`src/inc/servo_cal_pkg.sv`:
```
// servo calibration console: shared constants and carrier types
// assumes a 40 MHz system clock and an 8N1 serial link at 2400 baud
package servo_cal_pkg;
  localparam int unsigned ClkHz = 40_000_000;
  localparam int unsigned BaudRate = 2400;
  localparam int unsigned BitCycles = ClkHz / BaudRate;
  localparam int unsigned DataBits = 8;
  localparam int unsigned BootDelayMs = 3000;
  localparam int unsigned WindowMs = 1000;
  localparam int unsigned BeepMs = 100;
  localparam int unsigned BootDelayCycles = (ClkHz / 1000) * BootDelayMs;
  localparam int unsigned WindowCycles = (ClkHz / 1000) * WindowMs;
  localparam int unsigned BeepCycles = (ClkHz / 1000) * BeepMs;
  localparam int unsigned PosWidth = 12;
  localparam logic [11:0] PosElecZero = 12'h0800;
  localparam logic [11:0] PosStep = 12'h0010;
  localparam logic [7:0] KeyMinus = 8'h2D;
  localparam logic [7:0] KeyPlus = 8'h2B;
  localparam logic [7:0] KeyEnter = 8'h0D;
  localparam logic [7:0] KeyOne = 8'h31;
  localparam logic [7:0] KeyTwo = 8'h32;
  localparam logic [7:0] KeyFour = 8'h34;
  localparam logic [7:0] KeyFive = 8'h35;
  localparam logic [7:0] KeySix = 8'h36;
  localparam logic [7:0] KeySeven = 8'h37;
  localparam logic [7:0] KeyEight = 8'h38;
  localparam logic [7:0] KeyNine = 8'h39;

  typedef struct packed {
    logic [11:0] front;
    logic [11:0] lower;
  } servo_pair_t;

  typedef struct packed {
    logic wrEn;
    servo_pair_t zeros;
  } nv_write_t;
endpackage

```
`src/core/servo_calibration_console.sv`:
```
// servo calibration console: serial receiver, boot sequencer, key interpreter
// assumes rxPin idles high, and an external non-volatile store that presents
// the saved zeros on nvZeros from reset and accepts one-cycle write strobes
`timescale 1ns/1ps

////////////////////////////////////////////////////////////////////////////////
// Overview of operation
// - link runs 2400 baud, 8 data bits, no parity, one stop, no flow control.
// - about 3 s after power-on beep series, then a 1 s key window opens.
// - key in the window gives one beep, calibration mode, servos stay driven.
// - minus key drives both servos to electrical zero, ignoring stored offsets.
// - key 7 steps front servo left, key 9 steps it right, one increment.
// - key 1 stores front servo position as its calibrated zero.
// - key 8 returns front servo to its stored calibrated zero.
// - lower servo: 4 left, 6 right, 2 stores zero, 5 returns to zero.
// - plus key returns both servos to their stored zeros together.
// - carriage return ends calibration mode.
// - at every power-up servos first go to their stored calibrated zeros.
module servo_calibration_console #(
  parameter int unsigned BootDelay = servo_cal_pkg::BootDelayCycles,
  parameter int unsigned WindowLen = servo_cal_pkg::WindowCycles,
  parameter int unsigned BeepLen = servo_cal_pkg::BeepCycles,
  parameter int unsigned BitLen = servo_cal_pkg::BitCycles
) (
  // clock and reset
  input wire logic sys_clk,
  input wire logic nrst,
  // serial link from the terminal
  input wire logic rxPin,
  // non-volatile zero store
  input wire servo_cal_pkg::servo_pair_t nvZeros,
  output servo_cal_pkg::nv_write_t nvWrite,
  // servo drive
  output servo_cal_pkg::servo_pair_t servoPos,
  output logic servoEnable,
  // status
  output logic beep,
  output logic calMode,
  output logic normalRun
);
  typedef enum logic [4:0] {
    StBoot = 5'b0_0001,
    StBeeps = 5'b0_0010,
    StWindow = 5'b0_0100,
    StCal = 5'b0_1000,
    StRun = 5'b1_0000
  } state_t;

  localparam int unsigned BeepCount = 3;

  ////////////////////////////////////////////////////////////////////////////
  // receiver
  logic rxMeta_r, rxSync_r;
  logic [15:0] bitCnt_r;
  logic [3:0] bitIdx_r;
  logic rxBusy_r;
  logic [7:0] shift_r;
  logic [7:0] rxByte_r;
  logic rxValid_r;

  always_ff @(posedge sys_clk or negedge nrst) begin
    if (!nrst) begin
      rxMeta_r <= 1'b1;
      rxSync_r <= 1'b1;
    end else begin
      rxMeta_r <= rxPin;
      rxSync_r <= rxMeta_r;
    end
  end

  // samples each bit mid-cell; frame accepted only with a high stop bit
  always_ff @(posedge sys_clk or negedge nrst) begin
    if (!nrst) begin
      rxBusy_r <= 1'b0;
      bitCnt_r <= 16'h0000;
      bitIdx_r <= 4'h0;
      shift_r <= 8'h00;
      rxByte_r <= 8'h00;
      rxValid_r <= 1'b0;
    end else begin
      rxValid_r <= 1'b0;
      if (!rxBusy_r) begin
        if (!rxSync_r) begin
          rxBusy_r <= 1'b1;
          bitCnt_r <= 16'(BitLen / 2);
          bitIdx_r <= 4'h0;
        end
      end else if (bitCnt_r != 16'h0000) begin
        bitCnt_r <= bitCnt_r - 16'h0001;
      end else begin
        bitCnt_r <= 16'(BitLen - 1);
        bitIdx_r <= bitIdx_r + 4'h1;
        if (bitIdx_r == 4'h0) begin
          if (rxSync_r) rxBusy_r <= 1'b0;
        end else if (bitIdx_r <= 4'(servo_cal_pkg::DataBits)) begin
          shift_r <= {rxSync_r, shift_r[7:1]};
        end else begin
          rxBusy_r <= 1'b0;
          if (rxSync_r) begin
            rxByte_r <= shift_r;
            rxValid_r <= 1'b1;
          end
        end
      end
    end
  end

  ////////////////////////////////////////////////////////////////////////////
  // boot sequencer
  state_t state_r;
  logic [31:0] timer_r;
  logic [2:0] beepNum_r;
  logic ackBeep_r;
  logic [31:0] ackCnt_r;

  always_ff @(posedge sys_clk or negedge nrst) begin
    if (!nrst) begin
      state_r <= StBoot;
      timer_r <= 32'h0000_0000;
      beepNum_r <= 3'h0;
    end else begin
      timer_r <= timer_r + 32'h0000_0001;
      case (state_r)
        StBoot: begin
          if (timer_r >= 32'(BootDelay - 1)) begin
            state_r <= StBeeps;
            timer_r <= 32'h0000_0000;
          end
        end
        StBeeps: begin
          if (timer_r >= 32'(2 * BeepLen - 1)) begin
            timer_r <= 32'h0000_0000;
            beepNum_r <= beepNum_r + 3'h1;
            if (beepNum_r == 3'(BeepCount - 1)) state_r <= StWindow;
          end
        end
        StWindow: begin
          if (rxValid_r) begin
            state_r <= StCal;
          end else if (timer_r >= 32'(WindowLen - 1)) begin
            state_r <= StRun;
          end
        end
        StCal: begin
          if (rxValid_r && rxByte_r == servo_cal_pkg::KeyEnter) state_r <= StRun;
        end
        StRun: state_r <= StRun;
        default: state_r <= StBoot;
      endcase
    end
  end

  // single acknowledge beep on entry to calibration
  always_ff @(posedge sys_clk or negedge nrst) begin
    if (!nrst) begin
      ackBeep_r <= 1'b0;
      ackCnt_r <= 32'h0000_0000;
    end else if (state_r == StWindow && rxValid_r) begin
      ackBeep_r <= 1'b1;
      ackCnt_r <= 32'(BeepLen - 1);
    end else if (ackCnt_r != 32'h0000_0000) begin
      ackCnt_r <= ackCnt_r - 32'h0000_0001;
    end else begin
      ackBeep_r <= 1'b0;
    end
  end

  always_ff @(posedge sys_clk or negedge nrst) begin
    if (!nrst) beep <= 1'b0;
    else beep <= ackBeep_r || (state_r == StBeeps && timer_r < 32'(BeepLen));
  end

  assign calMode = (state_r == StCal);
  assign normalRun = (state_r == StRun);

  ////////////////////////////////////////////////////////////////////////////
  // key interpreter and servo positions
  logic loaded_r;
  logic [7:0] key;
  logic keyHit;

  assign keyHit = rxValid_r && state_r == StCal;
  assign key = rxByte_r;

  always_ff @(posedge sys_clk or negedge nrst) begin
    if (!nrst) begin
      servoPos.front <= servo_cal_pkg::PosElecZero;
      servoPos.lower <= servo_cal_pkg::PosElecZero;
      loaded_r <= 1'b0;
      servoEnable <= 1'b0;
    end else if (!loaded_r) begin
      servoPos <= nvZeros;
      loaded_r <= 1'b1;
      servoEnable <= 1'b1;
    end else if (keyHit) begin
      case (key)
        servo_cal_pkg::KeyMinus: begin
          servoPos.front <= servo_cal_pkg::PosElecZero;
          servoPos.lower <= servo_cal_pkg::PosElecZero;
        end
        servo_cal_pkg::KeySeven: servoPos.front <= servoPos.front - servo_cal_pkg::PosStep;
        servo_cal_pkg::KeyNine: servoPos.front <= servoPos.front + servo_cal_pkg::PosStep;
        servo_cal_pkg::KeyEight: servoPos.front <= nvZeros.front;
        servo_cal_pkg::KeyFour: servoPos.lower <= servoPos.lower - servo_cal_pkg::PosStep;
        servo_cal_pkg::KeySix: servoPos.lower <= servoPos.lower + servo_cal_pkg::PosStep;
        servo_cal_pkg::KeyFive: servoPos.lower <= nvZeros.lower;
        servo_cal_pkg::KeyPlus: servoPos <= nvZeros;
        default: servoPos <= servoPos;
      endcase
    end
  end

  // store strobes go to the non-volatile store
  always_ff @(posedge sys_clk or negedge nrst) begin
    if (!nrst) begin
      nvWrite <= '0;
    end else begin
      nvWrite.wrEn <= 1'b0;
      if (keyHit && key == servo_cal_pkg::KeyOne) begin
        nvWrite.wrEn <= 1'b1;
        nvWrite.zeros <= '{front: servoPos.front, lower: nvZeros.lower};
      end else if (keyHit && key == servo_cal_pkg::KeyTwo) begin
        nvWrite.wrEn <= 1'b1;
        nvWrite.zeros <= '{front: nvZeros.front, lower: servoPos.lower};
      end
    end
  end
endmodule

```
`config.mk`:
```
export PLATFORM = sky130hd
export DESIGN_NAME = servo_calibration_console
export DESIGN_NICKNAME = d
export VERILOG_FILES = /design/src/inc/servo_cal_pkg.sv /design/src/core/servo_calibration_console.sv
export SDC_FILE = /design/constraint.sdc
export NUM_CORES = 1
export LEC_CHECK = 0
export BUFFER_PORTS_ARGS = -buffer_cell sky130_fd_sc_hd__buf_2
export CORE_UTILIZATION = 45
export CTS_BUF_LIST = sky130_fd_sc_hd__clkbuf_16
export DETAILED_ROUTE_END_ITERATION = 16
export PLACE_DENSITY = 0.73
export SLEW_MARGIN = 30
export SYNTH_ARGS = -nofsm -noshare
export SYNTH_HDL_FRONTEND = slang
export SYNTH_SLANG_ARGS = --single-unit
```
`constraint.sdc`:
```
create_clock -name sys_clk -period 3.5 [get_ports sys_clk]
set_input_delay 0.35 -clock sys_clk [delete_from_list [all_inputs] [get_ports sys_clk]]
set_output_delay 0.35 -clock sys_clk [all_outputs]
set_load 0.02 [all_outputs]
```
After elaboration in Yosys (flattened, before gate mapping):

Cells that the tools add are included.

* logic and storage cells: 123
* memories: 0
* RAM bits: 0
* memory bits (read-only): 0
* input bits: 27
* output and inout bits: 53
* flip-flop bits (word level): 165
* latch bits: 0

* multipliers: 0
* bitwise gates (word level): 3
* $lt $le $gt $ge: 5
* shift operators: 0
* reductions and logical operators: 21
* add/sub/neg operators: 9
* eq/ne operators: 28
* mux-type cells: 36
* div/mod/pow operators: 0

Operators by type and width (count)
* $mux W32: 4
* $pmux W12 S4: 2
* $eq A8 B6 Y1 const B: 10
* $pmux W32 S2: 1
* $mux W25: 2
* $mux W16: 3
* $mux W24: 2
* $add A32 B1 Y32 const B: 1
* $ge A32 B23 Y1 const B: 1
* $ge A32 B26 Y1 const B: 1
* $ge A32 B27 Y1 const B: 1
* $lt A32 B22 Y1 const B: 1
* $reduce_bool A32 Y1: 1
* $sub A32 B1 Y32 const B: 1
* $mux W5: 6
* $pmux W5 S5: 1
* $add A12 B5 Y12 const B: 2
* $sub A12 B5 Y12 const B: 2
* $reduce_bool A16 Y1: 1
* $sub A16 B1 Y16 const B: 1
* $mux W1: 12
* $mux W4: 3
* $ne A2 B2 Y1 const B: 5
* $ne A5 B2 Y1 const B: 2
* other kinds (21): 36

Logic depth before layout (Yosys ltp):

* depth after elaboration: 5
* gate-level depth with buffers: 12
* mapped depth without buffers: 11

Worst setup path after synthesis:

No wires, ideal clock.

* kind: register to register
* start point: reg rxByte_r[4] (netlist: key[4])
* end point: reg servoPos[11] (netlist name)
* cell stages (with the launch flop): 12
* slack: 811 ps
* arrival time: 2584 ps
* required time: 3395 ps
* setup time: 105 ps
* buffers on the path: 1
* clock period less this slack: 2689 ps
* path through: dfrtp_1 -> nor4bb_1 -> clkbuf_1 -> and3_1 -> nand2_1 -> ha_1 -> o21ai_0 -> a31oi_1 -> or3_1 -> a21oi_1 -> nor3_1 -> o41ai_1

* longest elaborated chain between the ends: 5
* elaborated cells between the ends (all ways): 11
* those cells by class: eq/ne (6); mux (3); reduce/logical (2)

Ends and longest elaborated chain
* start: declaration: line servo_calibration_console.sv:58 `logic [7:0] rxByte_r;`
* start signal: assignment: line servo_calibration_console.sv:100 `rxByte_r <= shift_r;`
* $eq A8 B6 Y1: line servo_calibration_console.sv:196 `case (key)`
* $reduce_or A2 Y1 (no line)
* $pmux W12 S4: line servo_calibration_console.sv:196
* $mux W24: line servo_calibration_console.sv:195 `end else if (keyHit) begin`
* $mux W24: line servo_calibration_console.sv:191 `end else if (!loaded_r) begin`
* end signal: assignment: line servo_calibration_console.sv:192 `servoPos <= nvZeros;`
* end signal: assignment: line servo_calibration_console.sv:207 `servo_cal_pkg::KeyPlus: servoPos <= nvZeros;`
* end signal: assignment: line servo_calibration_console.sv:208 `default: servoPos <= servoPos;`
* end: declaration: line servo_calibration_console.sv:34 `output servo_cal_pkg::servo_pair_t servoPos,`

Parallel ways exist; a longest one is shown, timed or not. The select of a mux whose other input is x is not followed.
A chain may end at the register's enable or synchronous reset.

Worst setup path after layout:

Same ends and word-level chain as after synthesis.

==> flow_summary.ini <==
[power]
p_switching_mw = 0.987
p_seq_share_pct = 47.9
total_power_mw = 4.15
power_density_nw_per_um2 = 395
combPwrFrac_pct = 7.8
leakage_nw = 4.67
p_clk_share_pct = 44.2
switching_share_pct = 23.8
p_int_mw = 3.16
peakVddDrop_uv = 359

[synthesis]
yosysSeqAreaShare_pct = 44.6
ys_async_sr_fraction_pct = 100
syn_inst = 1049
ys.flop_type = dfrtp_1
ys_ff_latch = 165
synth_edf_count = 0
synth.distinct_cells = 69
avgSynthCellArea_sq_um = 8.83
yosysWarningCount = 0
synth_nets = 1100
synthesis.area_sq_um = 9260

[clocking]
clockBufferDepth = 2
cts_root_buffer = clkbuf_16
cts_resized = 0
cts.sinks = 165
cts_tree = done
cts_made_buffers = 17
h-tree-depth = 4
insertion_delay_ns = 0.43
path_clk_slew_ns = 0.07

[floorplan]
dieWidth_microns = 145
dieArea_sq_um = 21200
initial_core_util_pct = 45.8
io_pins = 80
rows = 52
core_area_sq_um = 20200
die_y_microns = 145

[detailed_routing]
drt-total-wl_mm = 21.1
drtIter0Drc = 497
firstDrtPassIters = 5
wl_per_cell_microns = 15.1
num_vias = 7876
drcViolationCount = 0
vias_per_cell = 5.66
drt.antenna.violating_nets = 0

[sta]
min_period_ns = 3.03
maxSlewViolCount = 0
hold_viol = 0
fin_skew_ns = 0.0131
rsz0062_at_grt = no
hold_slack_ns = 0.0213
setup_viol = 0
max_freq_ghz = 0.330
worst_pin_slew_ns = 0.782
tns_ns = 0
period_share_pct = 86.5
maxSlewHeadroom_pct = 47.9

[placed_design]
placed_cells = 1359
numPortBuffers = 79
place_hpwl_mm = 14.5
gp_congestion = 0.863

[setup_path]
crit_fanout = 8
timing.setup.critical_path_class = reg2reg
worstReg2RegEnd = servoPos[11]$_DFFE_PN1P_
worstPathArrival_ns = 3.36
r2r_start = key[4]$_DFFE_PN0P_
crit_required_ns = 3.83
startpoint_type = flip-flop
regToRegSetupSlack_ns = 0.47
critPathCaptureType = flip-flop
reg2reg_depth = 11

[hold_path]
min_from = rxPin
hold-path-endpoint = rxMeta_r$_DFF_PN1_
hold_depth = 1
hp-class = in2reg

[status]
status = completed

[global_route]
antenna_found_initial = 0
grt_max_degree = 81
grt_pass1_wl_mm = 36.1
globalRouteTotalUtil_pct = 20.7
grt_pass1_vias = 7380
overflow = 0

[cells_and_area]
diodes = 0
nFillCells = 1860
final_cells = 1392
fin_nets = 1160
final_core_util_pct = 51.9
multi_input_area_sq_um = 4840
area_growth_pct = 13.4
seqCellArea_sq_um = 4140
drive_gt1_share_pct = 13.8

[run]
drv_cap = 0
[worst max-delay path by stage]
stage	start	endpoint	slack, ns	depth (start not counted)
after global routing	key[4]$_DFFE_PN0P_	servoPos[11]$_DFFE_PN1P_	0.28	11
after detailed placement	key[4]$_DFFE_PN0P_	servoPos[11]$_DFFE_PN1P_	0.51	11
after global placement	key[4]$_DFFE_PN0P_	servoPos[11]$_DFFE_PN1P_	0.64	11
final	key[4]$_DFFE_PN0P_	servoPos[11]$_DFFE_PN1P_	0.47	11
after floorplan	key[4]$_DFFE_PN0P_	servoPos[11]$_DFFE_PN1P_	0.81	11
after CTS	key[4]$_DFFE_PN0P_	servoPos[11]$_DFFE_PN1P_	0.50	11
[sequential cells by signal (all words and copies together) (netlist names)]
| register | count |
|---|---|
| nvWrite | 25 |
| ackBeep_r | 1 |
| shift_r | 8 |
| bitIdx_r | 4 |
| loaded_r | 1 |
| rxBusy_r | 1 |
| rxValid_r | 1 |
| ackCnt_r | 32 |
| state_r | 5 |
| rxSync_r | 1 |
| servoEnable | 1 |
| beepNum_r | 3 |
| key | 8 |
| bitCnt_r | 16 |
| servoPos | 24 |
| beep | 1 |
| timer_r | 32 |
| rxMeta_r | 1 |
[power by group through the flow]
| stage | sequential (mW) | clock [mW] | combinational (mW) |
|---|---|---|---|
| final | 1.99 | 1.83 | 0.325 |
| after global routing | 1.99 | 1.95 | 0.365 |
| after CTS | 1.99 | 1.87 | 0.327 |
| after detailed placement | 2.02 | 0 | 0.323 |
| after global placement | 2.02 | 0 | 0.316 |
| after floorplan | 2.05 | 0 | 0.156 |
[cell usage after synthesis (3+ instances only)]
master	number	area, sq um
nor4_1	24	150
dfstp_2	5	131
o211ai_1	5	37.5
xor2_1	18	158
or4_1	5	37.5
buf_2	8	40.0
nand2b_1	15	93.8
nor2b_1	8	50.1
o21a_1	7	52.6
a32oi_1	4	35.0
ha_1	22	275
clkbuf_1	46	173
nand3_1	30	150
o41ai_1	5	43.8
mux2i_1	3	30.0
nor3_1	55	275
or3_1	37	231
and3b_1	3	26.3
a211oi_1	3	22.5
o31ai_1	3	22.5
a31oi_1	5	31.3
a21oi_1	54	270
nand3b_1	4	30.0
inv_1	23	86.3
mux2_2	17	191
nand2_1	90	338
nand4_1	16	100
o22ai_1	28	175
and3_1	9	56.3
a21o_1	3	22.5
a22oi_1	4	30.0
xnor2_1	48	420
nor3b_1	5	37.5
nor4bb_1	3	30.0
nor2_1	148	556
dfrtp_1	160	4000
o21ai_0	79	395
nand4b_1	4	35.0
[critical path, stage by stage (launching register included)]
cell	delay [ns]
dfrtp_1	0.43
nor4bb_1	0.29
buf_4	0.19
and3_1	0.18
nand2_1	0.20
ha_1	0.42
o21ai_0	0.25
a31oi_1	0.11
or3_1	0.35
a21oi_1	0.19
nor3_1	0.07
o41ai_1	0.24
[metrics by stage]
| stage | setup slack, ns | area, sq um |
|---|---|---|
| final | 0.474 | 10500 |
| after global routing | 0.276 | 10500 |
| after CTS | 0.504 | 10500 |
| after detailed placement | 0.511 | 9920 |
| after global placement | 0.640 | 9920 |
| after floorplan | 0.811 | 9260 |
[per-layer routing]
layer / track usage (%) / part of all wire, % / vias to the layer above
met5: 0 / 0 / -
met2: 34.0 / 47 / 182
met4: 4.84 / 0.86 / 0
li1: - / - / 3873
met3: 4.33 / 4.4 / 16
met1: 28.0 / 47 / 3805
[kinds of logic after synthesis]
logic type / share of synthesized area, %
buf+inv: 3.27
mux: 2.39
other cells: 0.0405
xor+xnor: 6.24
flops: 44.6
compound gates: 14.4
fa+ha+maj: 3.40
simple gates: 25.6
[final cells by class]
cell class / instances / share of cell area [%]
Timing Repair Buffer: 96 / 5.06
Clock buffer: 17 / 4.05
Inverter: 23 / 0.822
Clock inverter: 15 / 1.42
Tap cell: 270 / 3.22
Sequential cell: 165 / 39.4
Multi-Input combinational cell: 806 / 46.0
[placed cells by master (no fill, tap or decap), types with 4 or more instances in the layout]
| cell type | netlist | layout |
|---|---|---|
| o211ai_1 | 5 | 5 |
| nand3b_1 | 4 | 4 |
| nand2b_1 | 15 | 15 |
| dfrtp_1 | 160 | 158 |
| dfstp_2 | 5 | 5 |
| a21oi_1 | 54 | 53 |
| o22ai_1 | 28 | 28 |
| ha_1 | 22 | 22 |
| inv_1 | 23 | 27 |
| or3_1 | 37 | 37 |
| nor2b_1 | 8 | 8 |
| and3_1 | 9 | 9 |
| a22oi_1 | 4 | 4 |
| nor4_1 | 24 | 24 |
| nand2_1 | 90 | 90 |
| o21a_1 | 7 | 7 |
| buf_4 | 0 | 16 |
| o41ai_1 | 5 | 5 |
| or4_1 | 5 | 5 |
| nor2_1 | 148 | 147 |
| nor3b_1 | 5 | 5 |
| nand4b_1 | 4 | 4 |
| o21ai_0 | 79 | 79 |
| nor3_1 | 55 | 55 |
| xnor2_1 | 48 | 48 |
| a31oi_1 | 5 | 5 |
| nand4_1 | 16 | 16 |
| nand3_1 | 30 | 30 |
| a32oi_1 | 4 | 4 |
| clkbuf_16 | 0 | 17 |
| buf_2 | 8 | 78 |
| xor2_1 | 18 | 18 |
| mux2_2 | 17 | 17 |
[repair_timing]
action | 4_1_cts | 5_1_grt
buffers inserted | 0 | 0
endpoints found under the hold margin | 28 | 0
hold buffers | 1 | 0
Note: power is estimated with default switching activity, not from simulation.
